**src/logic/bcs_consts.svh**
```systemverilog
// constants for the breaker control supervisor
`ifndef BCS_CONSTS_SVH
`define BCS_CONSTS_SVH
`define BCS_CLK_HZ 25000000
`define BCS_WAIT_MS 2000
`define BCS_WAIT_CYC ((`BCS_CLK_HZ / 1000) * `BCS_WAIT_MS)
`define BCS_ALARM_MS 200
`define BCS_ALARM_CYC ((`BCS_CLK_HZ / 1000) * `BCS_ALARM_MS)
`define BCS_WEIGHT_MAX 8'h32
`define BCS_ADDR_CTRL 4'h0
`define BCS_ADDR_OPEN_LEN 4'h1
`define BCS_ADDR_CLOSE_LEN 4'h2
`define BCS_ADDR_WEAR 4'h3
`define BCS_ADDR_PREALARM 4'h4
`define BCS_ADDR_W_LINE1 4'h5
`define BCS_ADDR_W_MANUAL 4'h9
`define BCS_ADDR_CMD 4'ha
`define BCS_ADDR_STATUS 4'hb
`define BCS_ADDR_SHOTS 4'hc
`define BCS_ADDR_GOOD 4'hd
`define BCS_CTRL_FB_BIT 0
`define BCS_CTRL_ZBLK_BIT 1
`define BCS_CTRL_SYNC_BIT 2
`define BCS_CMD_OPEN_BIT 0
`define BCS_CMD_CLOSE_BIT 1
`define BCS_CMD_MANUAL_BIT 2
`define BCS_CMD_SHOT_BIT 3
`define BCS_CMD_GOOD_BIT 4
`define BCS_CMD_DEAD_END_BIT 5
`endif

```
**src/logic/bcs_pkg.sv**
```systemverilog
// types for the breaker control supervisor
package bcs_pkg;
  typedef enum logic [1:0] {
    BCS_IDLE = 2'b00,
    BCS_OPENING = 2'b01,
    BCS_WAIT_CLOSE = 2'b10,
    BCS_CLOSING = 2'b11
  } bcs_state_e;
  typedef struct packed {
    logic feedback_on;
    logic zero_count_close_block_select;
    logic sync_check_on;
  } bcs_ctrl_s;
  typedef struct packed {
    logic breaker_open_cmd;
    logic breaker_close_cmd;
    logic breaker_failure_alarm;
    logic reclose_abort;
  } bcs_out_s;
endpackage

```
**src/logic/bcs_supervisor.sv**
```systemverilog
// breaker open/close supervision, wear counter and reclose counters
`include "bcs_consts.svh"
`timescale 1ns/100ps
`default_nettype none
module bcs_supervisor #(
  parameter int WAIT_CYC = `BCS_WAIT_CYC,
  parameter int ALARM_CYC = `BCS_ALARM_CYC,
  parameter int LEN_W = 24,
  parameter int WEAR_W = 16,
  parameter int CNT_W = 16
) (
  input wire logic i_clk,
  input wire logic i_rst_n,
  input wire logic [3:0] i_addr,
  input wire logic [31:0] i_wdata,
  input wire logic i_wr,
  input wire logic i_rd,
  output logic [31:0] o_rdata,
  input wire logic i_breaker_position_input,
  input wire logic i_close_inhibit_input,
  input wire logic i_sync_ok_input,
  input wire logic i_reclose_inhibit_input,
  input wire logic [3:0] i_initiation_lines,
  input wire logic i_reclose_active,
  output logic o_breaker_open_cmd,
  output logic o_breaker_close_cmd,
  output logic o_breaker_failure_alarm,
  output logic o_reclose_abort,
  output logic o_reclose_blocked
);
  localparam int CW = 32;

  // ------------------------------------------------------------
  // state
  // ------------------------------------------------------------
  typedef struct packed {
    bcs_pkg::bcs_state_e st;
    bcs_pkg::bcs_ctrl_s ctrl;
    logic [LEN_W-1:0] open_len;
    logic [LEN_W-1:0] close_len;
    logic [WEAR_W-1:0] wear;
    logic [WEAR_W-1:0] prealarm;
    logic [4:0][7:0] weight;
    logic [CW-1:0] tmr;
    logic [CW-1:0] alarm_tmr;
    logic zero_alarm;
    logic pos_q;
    logic pos_start;
    logic close_pending;
    logic sync_wait;
    logic [CW-1:0] sync_tmr;
    logic [CNT_W-1:0] shots;
    logic [CNT_W-1:0] good;
    logic [2:0] cause;
    bcs_pkg::bcs_out_s out;
    logic blocked;
    logic [31:0] rdata;
  } bcs_state_s;

  bcs_state_s r;
  bcs_state_s next_r;

  logic zero_blk;
  logic close_ok;
  logic opening_seen;
  logic [7:0] dec;
  logic [WEAR_W:0] diff;

  // ------------------------------------------------------------
  // next state
  // ------------------------------------------------------------
  // position high means breaker closed
  always_comb begin
    next_r = r;
    next_r.pos_q = i_breaker_position_input;
    next_r.out.reclose_abort = 1'b0;
    zero_blk = r.ctrl.zero_count_close_block_select && (r.wear == '0);
    close_ok = !i_breaker_position_input && (i_initiation_lines == 4'h0) &&
               !i_close_inhibit_input && !zero_blk &&
               (!r.ctrl.sync_check_on || i_sync_ok_input);
    opening_seen = r.pos_q && !i_breaker_position_input;
    // cause of opening picks the weight; lowest line wins
    dec = r.weight[4];
    for (int k = 3; k >= 0; k--) begin
      if (i_initiation_lines[k]) begin
        dec = r.weight[k];
      end
    end
    diff = {1'b0, r.wear} - {{(WEAR_W-8){1'b0}}, 1'b0, dec};
    // alarm pulse timer
    if (r.alarm_tmr != '0) begin
      next_r.alarm_tmr = r.alarm_tmr - 1'b1;
    end
    // wear counter on openings
    if (opening_seen && dec != 8'h0) begin
      next_r.wear = diff[WEAR_W] ? '0 : diff[WEAR_W-1:0];
      if (r.prealarm != '0 && !diff[WEAR_W] && diff[WEAR_W-1:0] <= r.prealarm) begin
        next_r.alarm_tmr = CW'(ALARM_CYC);
      end
    end
    if (next_r.wear == '0) begin
      next_r.zero_alarm = 1'b1;
    end
    // sync wait after dead time
    if (r.sync_wait) begin
      if (i_sync_ok_input) begin
        next_r.sync_wait = 1'b0;
      end else if (r.sync_tmr == '0) begin
        next_r.sync_wait = 1'b0;
        next_r.out.reclose_abort = 1'b1;
        next_r.alarm_tmr = CW'(ALARM_CYC);
      end else begin
        next_r.sync_tmr = r.sync_tmr - 1'b1;
      end
    end
    // command sequencer
    unique case (r.st)
      bcs_pkg::BCS_IDLE: begin
        next_r.out.breaker_open_cmd = 1'b0;
        next_r.out.breaker_close_cmd = 1'b0;
      end
      bcs_pkg::BCS_WAIT_CLOSE: begin
        if (close_ok) begin
          next_r.st = bcs_pkg::BCS_CLOSING;
          next_r.tmr = CW'(r.close_len);
          next_r.pos_start = i_breaker_position_input;
          next_r.out.breaker_close_cmd = 1'b1;
        end else if (r.tmr == '0) begin
          next_r.st = bcs_pkg::BCS_IDLE;
          next_r.alarm_tmr = CW'(ALARM_CYC);
          next_r.out.reclose_abort = 1'b1;
        end else begin
          next_r.tmr = r.tmr - 1'b1;
        end
      end
      bcs_pkg::BCS_OPENING,
      bcs_pkg::BCS_CLOSING: begin
        if (r.ctrl.feedback_on && i_breaker_position_input != r.pos_start) begin
          next_r.st = bcs_pkg::BCS_IDLE;
          next_r.out.breaker_open_cmd = 1'b0;
          next_r.out.breaker_close_cmd = 1'b0;
        end else if (r.tmr <= CW'(1)) begin
          next_r.st = bcs_pkg::BCS_IDLE;
          next_r.out.breaker_open_cmd = 1'b0;
          next_r.out.breaker_close_cmd = 1'b0;
          if (r.ctrl.feedback_on) begin
            next_r.alarm_tmr = CW'(ALARM_CYC);
            next_r.out.reclose_abort = 1'b1;
          end
        end else begin
          next_r.tmr = r.tmr - 1'b1;
        end
      end
    endcase
    if (i_reclose_inhibit_input) begin
      next_r.sync_wait = 1'b0;
      next_r.out.reclose_abort = 1'b1;
    end
    next_r.blocked = zero_blk || i_reclose_inhibit_input;
    // register writes; commands start pulses
    if (i_wr) begin
      if (i_addr == `BCS_ADDR_CTRL) begin
        // field by field: packed member order would put feedback on bit 2
        next_r.ctrl.feedback_on = i_wdata[`BCS_CTRL_FB_BIT];
        next_r.ctrl.zero_count_close_block_select = i_wdata[`BCS_CTRL_ZBLK_BIT];
        next_r.ctrl.sync_check_on = i_wdata[`BCS_CTRL_SYNC_BIT];
      end
      if (i_addr == `BCS_ADDR_OPEN_LEN) begin
        next_r.open_len = i_wdata[LEN_W-1:0];
      end
      if (i_addr == `BCS_ADDR_CLOSE_LEN) begin
        next_r.close_len = i_wdata[LEN_W-1:0];
      end
      if (i_addr == `BCS_ADDR_WEAR) begin
        next_r.wear = i_wdata[WEAR_W-1:0];
        next_r.zero_alarm = (i_wdata[WEAR_W-1:0] == '0);
      end
      if (i_addr == `BCS_ADDR_PREALARM) begin
        next_r.prealarm = i_wdata[WEAR_W-1:0];
      end
      for (int k = 0; k < 5; k++) begin
        if (i_addr == `BCS_ADDR_W_LINE1 + 4'(k)) begin
          next_r.weight[k] = (i_wdata[7:0] > `BCS_WEIGHT_MAX) ? `BCS_WEIGHT_MAX : i_wdata[7:0];
        end
      end
      if (i_addr == `BCS_ADDR_CMD) begin
        if (i_wdata[`BCS_CMD_SHOT_BIT]) begin
          next_r.shots = r.shots + 1'b1;
        end
        if (i_wdata[`BCS_CMD_GOOD_BIT]) begin
          next_r.good = r.good + 1'b1;
        end
        if (i_wdata[`BCS_CMD_DEAD_END_BIT] && r.ctrl.sync_check_on) begin
          next_r.sync_wait = 1'b1;
          next_r.sync_tmr = CW'(WAIT_CYC);
        end
        if (i_wdata[`BCS_CMD_OPEN_BIT]) begin
          next_r.st = bcs_pkg::BCS_OPENING;
          next_r.tmr = CW'(r.open_len);
          next_r.pos_start = i_breaker_position_input;
          next_r.out.breaker_open_cmd = 1'b1;
          next_r.out.breaker_close_cmd = 1'b0;
        end else if (i_wdata[`BCS_CMD_CLOSE_BIT] && r.st == bcs_pkg::BCS_IDLE &&
                     !(i_wdata[`BCS_CMD_SHOT_BIT] && r.blocked)) begin
          next_r.st = bcs_pkg::BCS_WAIT_CLOSE;
          next_r.tmr = CW'(WAIT_CYC);
        end
      end
    end
    // readback, answered in the cycle after the strobe
    next_r.rdata = 32'h0;
    if (i_rd) begin
      unique case (i_addr)
        `BCS_ADDR_CTRL: next_r.rdata = {29'h0, r.ctrl.sync_check_on,
                                        r.ctrl.zero_count_close_block_select,
                                        r.ctrl.feedback_on};
        `BCS_ADDR_OPEN_LEN: next_r.rdata = 32'(r.open_len);
        `BCS_ADDR_CLOSE_LEN: next_r.rdata = 32'(r.close_len);
        `BCS_ADDR_WEAR: next_r.rdata = 32'(r.wear);
        `BCS_ADDR_PREALARM: next_r.rdata = 32'(r.prealarm);
        `BCS_ADDR_STATUS: next_r.rdata = {26'h0, r.blocked, r.sync_wait, r.zero_alarm,
                                          r.st, r.out.breaker_failure_alarm};
        `BCS_ADDR_SHOTS: next_r.rdata = 32'(r.shots);
        `BCS_ADDR_GOOD: next_r.rdata = 32'(r.good);
        default: begin
          if (i_addr >= `BCS_ADDR_W_LINE1 && i_addr <= `BCS_ADDR_W_MANUAL) begin
            next_r.rdata = {24'h0, r.weight[3'(i_addr - `BCS_ADDR_W_LINE1)]};
          end
        end
      endcase
    end
    // zero count alarm is level, others are 0.2 s pulses
    next_r.out.breaker_failure_alarm = next_r.zero_alarm || (next_r.alarm_tmr != '0);
  end

  // ------------------------------------------------------------
  // registers
  // ------------------------------------------------------------
  always_ff @(posedge i_clk or negedge i_rst_n) begin
    if (!i_rst_n) begin
      r <= '0;
      r.wear <= {WEAR_W{1'b1}};
    end else begin
      r <= next_r;
    end
  end

  assign o_rdata = r.rdata;
  assign o_breaker_open_cmd = r.out.breaker_open_cmd;
  assign o_breaker_close_cmd = r.out.breaker_close_cmd;
  assign o_breaker_failure_alarm = r.out.breaker_failure_alarm;
  assign o_reclose_abort = r.out.reclose_abort;
  assign o_reclose_blocked = r.blocked;
endmodule // bcs_supervisor
`default_nettype wire

```
**config.mk**
```make
export PLATFORM = sky130hd
export DESIGN_NAME = bcs_supervisor
export DESIGN_NICKNAME = d
export VERILOG_FILES = /design/src/logic/bcs_pkg.sv /design/src/logic/bcs_supervisor.sv
export VERILOG_INCLUDE_DIRS = /design/src /design/src/logic
export SDC_FILE = /design/constraint.sdc
export NUM_CORES = 1
export LEC_CHECK = 0
export ABC_AREA = 0
export BUFFER_PORTS_ARGS = -buffer_cell sky130_fd_sc_hd__buf_4
export CORE_ASPECT_RATIO = 2
export CORE_MARGIN = 4
export CORE_UTILIZATION = 55
export CTS_CLUSTER_SIZE = 12
export DETAILED_ROUTE_END_ITERATION = 10
export GPL_TIMING_DRIVEN = 0
export PLACE_DENSITY = 0.73
export RECOVER_POWER = 25
export SYNTH_ARGS = -nofsm -noshare
export SYNTH_HDL_FRONTEND = slang
export SYNTH_SLANG_ARGS = --single-unit
```
**constraint.sdc**
```tcl
create_clock -name i_clk -period 5.1 [get_ports i_clk]
set_input_delay 1.02 -clock i_clk [delete_from_list [all_inputs] [get_ports i_clk]]
set_output_delay 1.02 -clock i_clk [all_outputs]
set_load 0.005 [all_outputs]
```
==> flow_summary.ini, run 1 <==
[finish]
final_cell_mix = dfrtp_1, nand2_1, nor2_1
seqCellArea_um2 = 7180
multi_input_area_um2 = 8330
final_layout_size_suffix_gt1_share_pct = 18.5
nets = 1872
fillers = 2468
fin_area_um2 = 18300
final_common_cell = dfrtp_1
fin_cells = 2160
syn_to_final_growth_pct = 14.4
postLayoutCoreUtil_pct = 63.6

[run]
drv_cap = 1

[routing]
ant_nets = 0
dr.pass1.iters = 6
vias = 13800
viasPerCell = 6.39
drt_iter0_drc = 1051
routed_wl_um = 52900
wl_per_cell_um = 24.5
drc = 0

[synthesis]
synth_enable_flop_cells = 0
async_flop_share_pct = 100
synth.area.top_cells = dfrtp_1, mux2_2, xnor2_1
netlist_area_um2 = 16000
yosysTopAreaCellShare_pct = 42.3
ys.flop_type = dfrtp_1
ys_types = 82
synth_area_leader_cell = dfrtp_1
yosysSeqAreaShare_pct = 44.9
ys_seq_elements = 286
syn_inst = 1664
yosysWarnings = 0
avgSynthCellArea_um2 = 9.61

[worst_setup_path]
startpoint = i_initiation_lines[0]
cp.required_ns = 5.55
endpoint = r[134]
arrival_ns = 5.46
worstPathMaxFanout = 6
crit_type = in -> reg
rr_worst_depth = 23
start_kind = input pin
ff2ff_setup_slack_ns = 0.33
r2r_start = r[205]
rr_endpoint = r[134]
cp-end-kind = flop

[power_and_ir_drop]
p_leak_nw = 7.84
swShare_pct = 38.3
switchingPower_mw = 3.16
power.total_mw = 8.24
ir_drop_mv = 0.375
pwr-share-seq_pct = 41.1
pwr-share-clk_pct = 23.0
power.density_nw_per_um2 = 451
intPower_mw = 5.09
p_comb_share_pct = 35.9

[clock_network]
clk_latency_ns = 0.58
numCtsBuffers = 28
cts_tree = built
clock-sinks = 286
clk_pin_slew_worst_paths_ns = 0.06
clockBufferDepth = 3
htree_num_levels = 1
root_buffer = clkbuf_16

[timing]
worst_slack_ns = 0.0877
setup_viol = 0
timing_hold_violations_final = 0
clock.fmax_ghz = 0.200
fin_crit_sh_pct = 98.3
period_needed_ns = 5.01
slew_headroom_pct = -146
tightest_slew_ns = 3.69
final-max-slew-violation-count = 72
finClkSkew_ns = 0.0235

[global_route]
gr-total-overflow = 0
grt_max_degree = 118
grt_pass1_wl_um = 81000
grt_usage_pct = 33.0
antenna_found_initial = 0
grt_pass1_vias = 14200

[outcome]
violations = max-capacitance violations, max-slew violations
status = finished with violations

[placed_design]
pre_cts_slack_ns = -1.26
globalplace.congestion = 1.02
numPlacedInstances = 2097
dpl_cell_area_um2 = 17100
hpwl_um = 38800
io_buffers = 64

[floorplan]
rows = 88
coreArea_um2 = 28700
io_pins = 86
die_w_um = 129
initial_utilization_pct = 55.6
dieArea_um2 = 32000
die_y_um = 249

[min_path]
worstHoldPathType = reg -> reg
[kinds of logic after synthesis]
group	count (synthesis)	synth area share [%]
buffers and inverters	157	4.56
adders and majority gates	36	2.86
muxes	88	6.72
AOI/OAI and AO/OA	355	14.7
DFF	286	44.9
other	1	0.0235
and+or+nand+nor	635	20.5
xor gates and xnor gates	106	5.81
[area by class of cell]
cell class                 instances  area share [%]
inverter                          43           0.903
sequential                       286            39.3
buffer                           113            3.33
antenna                            1          0.0137
clock inverter                     3           0.144
tap                              360            2.46
timing repair buffer              87            4.15
clock buffer                      39            4.17
multi-input combinational       1228            45.6
[how the worst min path moves through the flow]
| stage | start | to | slack, ns | depth (start not counted) |
|---|---|---|---|---|
| after floorplan | r[71] | r[71] | 0.45 | 1 |
| after global placement | o_breaker_open_cmd | o_breaker_open_cmd | 0.46 | 2 |
| after detailed placement | r[55] | r[55] | 0.47 | 1 |
| after CTS | i_rst_n | r[111] | 0.45 | 1 |
| after global routing | r[55] | r[55] | 0.51 | 1 |
| final | r[55] | r[55] | 0.48 | 1 |
[power groups by stage]
stage          clock (mW)  combinational (mW)  sequential (mW)
2_1_floorplan           0                1.94             3.12
3_3_place_gp            0                2.54             3.35
3_5_place_dp            0                2.62             3.37
4_1_cts              1.93                2.70             3.34
5_1_grt              2.02                3.26             3.42
6_report             1.90                2.96             3.39
[registers in the layout, summed over array words and instances, names as in the netlist]
signal                   count
o_breaker_close_cmd          1
o_breaker_failure_alarm      1
o_breaker_open_cmd           1
o_rdata                     24
o_reclose_abort              1
o_reclose_blocked            1
r                          257
[layer usage]
| metal | routed length, um | part of all wire [%] | GRT usage (%) |
|---|---|---|---|
| met2 | 26800 | 51 | 56.6 |
| met3 | 2800 | 5.3 | 5.43 |
| met4 | 6130 | 12 | 28.9 |
| met1 | 17200 | 33 | 33.8 |
| met5 | 0 | 0 | 0 |
[synthesized netlist by cell type (all sizes together), types with 24 or more instances]
| master | instances |
|---|---|
| o21ai | 97 |
| and2 | 27 |
| dfrtp | 270 |
| a22oi | 48 |
| nand2 | 155 |
| xnor2 | 72 |
| nand2b | 24 |
| ha | 35 |
| and3 | 26 |
| nor4 | 37 |
| nor3 | 53 |
| inv | 43 |
| nand3 | 36 |
| a21oi | 60 |
| buf | 50 |
| clkbuf | 64 |
| nor2 | 146 |
| mux2 | 72 |
| xor2 | 34 |
| a31oi | 33 |
| or3 | 25 |
[metrics by stage]
stage                     hold slack, ns  setup TNS [ns]
after global routing               0.513         -0.0217
after global placement             0.462          -38.78
after detailed placement           0.467          -39.03
after CTS                          0.446               0
final                              0.480               0
after floorplan                    0.446               0
[what timing repair did]
action	CTS	global route
endpoints found under the setup margin	33	33
hold endpoints to repair	0	0
hold buffers	0	0
resized for setup	15	43
gates cloned	0	2
setup buffers	5	14
pin swaps	8	23
[critical path, cell delays in order]
cell and delay (ns):
buf_6 0.10, buf_8 0.12, nor2_4 0.17, buf_12 0.14
o21ai_0 0.08, o21a_2 0.30, ha_4 0.27, nor2b_4 0.14
o311ai_4 0.24, a21oi_2 0.12, nor2_2 0.16, inv_2 0.08
nor3_2 0.17, xnor2_1 0.17, inv_1 0.11, ha_1 0.31
nand3_2 0.09, o22ai_2 0.09, o2111a_1 0.26, a311oi_2 0.24
a22oi_1 0.14, or4_4 0.61, nand2_8 0.14, clkbuf_16 0.16
nor2_1 0.04
Note: power is estimated with default switching activity, not from simulation.
==> run 2: changes to the inputs <==
==> constraint.sdc (replaced) <==
create_clock -name i_clk -period 5.1 [get_ports i_clk]
set_input_delay 0.765 -clock i_clk [delete_from_list [all_inputs] [get_ports i_clk]]
set_output_delay 0.765 -clock i_clk [all_outputs]
set_load 0.005 [all_outputs]
==> run 2 against run 1 <==
The flow still finishes with violations (max-capacitance violations, max-slew violations). Clock skew shrank 0.0071 ns. Sequential power is essentially flat. First-iteration DRC count grew 1.5%. Global-route usage is essentially flat. Largest cell class unchanged.
==> flow_summary.ini, run 2 (synthesized netlist as in run 1, its figures left out) <==
[outcome]
status = finished with violations
violations = max-capacitance violations, max-slew violations

[timing]
period_needed_ns = 4.87
worst_slack_ns = 0.226
fin_crit_sh_pct = 95.6
timing_hold_violations_final = 0
setup_viol = 0
final-max-slew-violation-count = 63
tns_ns = 0
slew_headroom_pct = -140
clock.fmax_ghz = 0.205
finClkSkew_ns = 0.0165
tightest_slew_ns = 3.60

[power_and_ir_drop]
swShare_pct = 38.1
p_leak_nw = 7.75
switchingPower_mw = 3.08
power.density_nw_per_um2 = 449
ir_drop_mv = 0.393
pwr-share-seq_pct = 41.8
p_comb_share_pct = 34.0
pwr-share-clk_pct = 24.2
intPower_mw = 5.00

[finish]
final_layout_size_suffix_gt1_share_pct = 16.9
seqCellArea_um2 = 7180
fillers = 2454
diodes = 0
nets = 1861
final_cell_mix = dfrtp_1, nand2_1, nor2_1
multi_input_area_um2 = 8200
final_common_cell = dfrtp_1
syn_to_final_growth_pct = 12.5
fin_cells = 2148
regMostFlops = r
largest_register_ffs = 257
fin_area_um2 = 18000

[floorplan]
die_y_um = 249
dieArea_um2 = 32000
initial_utilization_pct = 55.6
coreArea_um2 = 28700
die_w_um = 129
rows = 88
io_pins = 86

[global_route]
antenna_found_initial = 0
grt_max_degree = 115
grt_pass1_wl_um = 81200
grt_usage_pct = 33.1
grt_pass1_vias = 14200
gr-total-overflow = 0

[placed_design]
globalplace.congestion = 0.998
numPlacedInstances = 2097
pre_cts_slack_ns = -1.73
dpl_cell_area_um2 = 17000
hpwl_um = 39000
io_buffers = 64

[min_path]
hold_depth = 2
hold_start = i_wdata[17]
worstHoldPathType = in -> reg

[worst_setup_path]
r2r_start = r[205]
arrival_ns = 5.32
worstPathMaxFanout = 10
start_kind = input pin
startpoint = i_initiation_lines[0]
rr_worst_depth = 23
cp.required_ns = 5.54
crit_type = in -> reg
cp-end-kind = flop

[routing]
viasPerCell = 6.45
drt_iter0_drc = 1067
wl_per_cell_um = 24.4
ant_nets = 0
routed_wl_um = 52500
dr.pass1.iters = 6
drc = 0
vias = 13900

[clock_network]
clockBufferDepth = 3
holdBufCountCts = 0
htree_num_levels = 1
clk_latency_ns = 0.57
numCtsBuffers = 28
clk_pin_slew_worst_paths_ns = 0.07
clock-sinks = 286
root_buffer = clkbuf_16
cts_tree = built

[run]
drv_cap = 1
## run 2: power groups by stage
stage | Combinational [mW] | Clock (mW) | Sequential (mW)
after floorplan | 1.92 | 0 | 3.11
after global placement | 2.50 | 0 | 3.35
after detailed placement | 2.58 | 0 | 3.37
after CTS | 2.65 | 1.97 | 3.33
after global routing | 3.07 | 2.05 | 3.41
final | 2.75 | 1.95 | 3.38
## run 2: cell type report
type | count | area share, %
clock inverters | 1 | 0.0278
clock buffers | 41 | 4.51
multi-input cells | 1228 | 45.6
plain buffers | 114 | 3.28
repair buffers | 75 | 3.31
inverters | 43 | 0.897
flip-flops and latches | 286 | 39.9
well taps | 360 | 2.50
## run 2: worst max-delay path, stage by stage
cell and delay (ns):
buf_4 0.11, clkbuf_4 0.20, nor2_4 0.19, o21ai_0 0.13, o21ai_2 0.29, ha_2 0.27, fa_2 0.23, nor2b_1 0.08
o311ai_2 0.29, a21oi_2 0.13, nor2_2 0.14, inv_2 0.09, nor3_4 0.20, xnor2_2 0.14, inv_1 0.07, ha_1 0.27
nand3_1 0.11, o22ai_1 0.08, o2111a_1 0.25, a311oi_2 0.25, a22oi_1 0.13, or4_4 0.49, nand2_8 0.12, clkbuf_8 0.20
nor2_1 0.06
## run 2: through the flow
stage	util [%]	power, mW	hold slack [ns]
after global routing	62.6	8.54	0.444
after floorplan	-	5.03	0.446
after CTS	62.4	7.95	0.137
after detailed placement	59.2	5.95	0.470
after global placement	59.0	5.85	0.461
final	62.6	8.08	0.444
## run 2: per-layer routing
layer | track usage, % | routed length (um) | vias up
met4 | 26.7 | 5630 | 0
met3 | 4.06 | 2640 | 278
li1 | - | - | 6225
met5 | 0 | 0 | -
met2 | 58.8 | 27300 | 637
met1 | 33.8 | 16900 | 6718
## run 2: path summary, 6_finish.rpt
path | to | slack [ns]
setup / recovery | r[124] | 0.23
hold / removal | r[286] | 0.44
setup reg to reg | r[124] | 0.38
hold reg to reg | o_breaker_open_cmd | 0.48
max in group asynchronous | o_rdata[1] | 1.46
min in group asynchronous | r[113] | 1.42
## run 2: timing repair
item	CTS	global route
endpoints found under the setup margin	33	33
gates resized for setup	16	11
buffers inserted	7	2
pin swaps	6	7
==> run 3: changes to the inputs <==
CORE_UTILIZATION = 35   (was 55)
PLACE_DENSITY = 0.6   (was 0.73)
==> run 3 against run 2 <==
The run still ends with max-capacitance violations, max-slew violations left. Sequential share of layout area down 0.47 points. Sequential power about the same. Clock skew up 0.015 ns. Critical path type unchanged. Combinational power about the same. Wire length up 5.4%. Register-to-register slack worse by 0.04 ns. Fmax down 0.61%. Via count down 1.6%.
==> flow_summary.ini, run 3 (synthesized netlist as in run 1, its figures left out) <==
[floorplan]
die_y_um = 310
dieArea_um2 = 49400
rows = 110
coreArea_um2 = 45100
io_pins = 86
die_w_um = 159
initial_utilization_pct = 35.4

[worst_setup_path]
cp-end-kind = flop
critPathBufInv = 5
start_kind = input pin
arrival_ns = 5.35
rr_worst_depth = 23
cpMaxStageDelayCell = or4_4
worstPathMaxFanout = 10
cp.required_ns = 5.55
crit_type = in -> reg
critPathTopFamily = compound AO/OA/AOI/OAI gates
critical_path_cell_count = 25
max_stage_delay_ns = 0.59

[min_path]
hold_depth = 2
worstHoldPathType = in -> reg

[timing]
tns_ns = 0
fin_crit_sh_pct = 96.2
setup_viol = 0
hold_ws_ns = 0.425
finClkSkew_ns = 0.0315
slew_headroom_pct = -92.4
period_needed_ns = 4.90
tightest_slew_ns = 2.89
clock.fmax_ghz = 0.204
final-max-slew-violation-count = 113
timing_hold_violations_final = 0

[finish]
fin_cells = 2344
final_layout_size_suffix_gt1_share_pct = 16.8
syn_to_final_growth_pct = 13.8
nets = 1858
regMostFlops = r
fillers = 4532
postLayoutCoreUtil_pct = 40.3
final_common_cell = dfrtp_1
largest_register_ffs = 257
seqCellArea_um2 = 7180
final_cell_mix = dfrtp_1, nand2_1, nor2_1
multi_input_area_um2 = 8200
diodes = 0

[outcome]
violations = max-capacitance violations, max-slew violations
status = finished with violations

[clock_network]
htree_num_levels = 1
clock-sinks = 286
clk_latency_ns = 0.59
root_buffer = clkbuf_16
cts_tree = built
numCtsBuffers = 28
clk_pin_slew_worst_paths_ns = 0.07
holdBufCountCts = 0
clockBufferDepth = 3

[global_route]
grt_pass1_wl_um = 83700
gr-total-overflow = 0
grt_usage_pct = 21.9
antenna_found_initial = 0
grt_pass1_vias = 14300
grt_max_degree = 113

[power_and_ir_drop]
intPower_mw = 5.01
p_comb_share_pct = 33.9
p_leak_nw = 7.73
switchingPower_mw = 3.12
pwr-share-seq_pct = 41.6
power.density_nw_per_um2 = 447
swShare_pct = 38.4
ir_drop_mv = 0.219
pwr-share-clk_pct = 24.5
power.total_mw = 8.13

[routing]
drt_iter0_drc = 933
routed_wl_um = 55300
viasPerCell = 5.81
dr.pass1.iters = 5
ant_nets = 0
vias = 13600
drc = 0
wl_per_cell_um = 23.6

[placed_design]
hpwl_um = 42600
io_buffers = 64
globalplace.congestion = 0.963
numPlacedInstances = 2297

[run]
drv_cap = 1
run 3: cell type report:
class,instances,share of cell area (%)
multi-input combinational,1228,45.1
buffer,114,3.24
clock inverter,2,0.254
inverter,43,0.887
sequential,286,39.4
timing repair buffer,72,3.03
tap,560,3.85
clock buffer,39,4.24
run 3: path summary, 6_finish.rpt:
| check | slack (ns) | endpoint | startpoint |
|---|---|---|---|
| max | 0.20 | r[130] | i_initiation_lines[0] |
| min | 0.43 | r[262] | i_wdata[17] |
| max reg2reg | 0.34 | r[130] | r[205] |
| min reg2reg | 0.48 | r[71] | r[71] |
| max in group asynchronous | 1.09 | o_rdata[13] | i_rst_n |
| min in group asynchronous | 1.09 | r[103] | i_rst_n |
run 3: what timing repair did:
item	in CTS	in global routing
endpoints found under the setup margin	33	33
setup buffers	3	3
pin swaps	2	7
resized for setup	15	14
run 3: per-stage QoR:
stage          cell area, um2  worst slack (ns)
5_1_grt                 18200           -0.0160
3_5_place_dp            17300             -1.60
2_1_floorplan           16000            0.0505
3_3_place_gp            17200             -1.57
4_1_cts                 18200            0.0242
6_report                18200             0.196
run 3: metal layers:
metal / up-vias / global-route usage [%] / part of all wire, %
met5: - / 0 / 0
met3: 249 / 2.77 / 4.1
met1: 6667 / 20.4 / 32
met2: 527 / 40.9 / 52
li1: 6187 / - / -
met4: 0 / 20.5 / 11
run 3: power groups by stage:
stage	clock network [mW]	logic, mW	registers [mW]
after floorplan	0	1.92	3.11
after global placement	0	2.55	3.37
after detailed placement	0	2.61	3.39
after CTS	2.04	2.66	3.35
after global routing	2.11	3.07	3.40
final	1.99	2.76	3.38
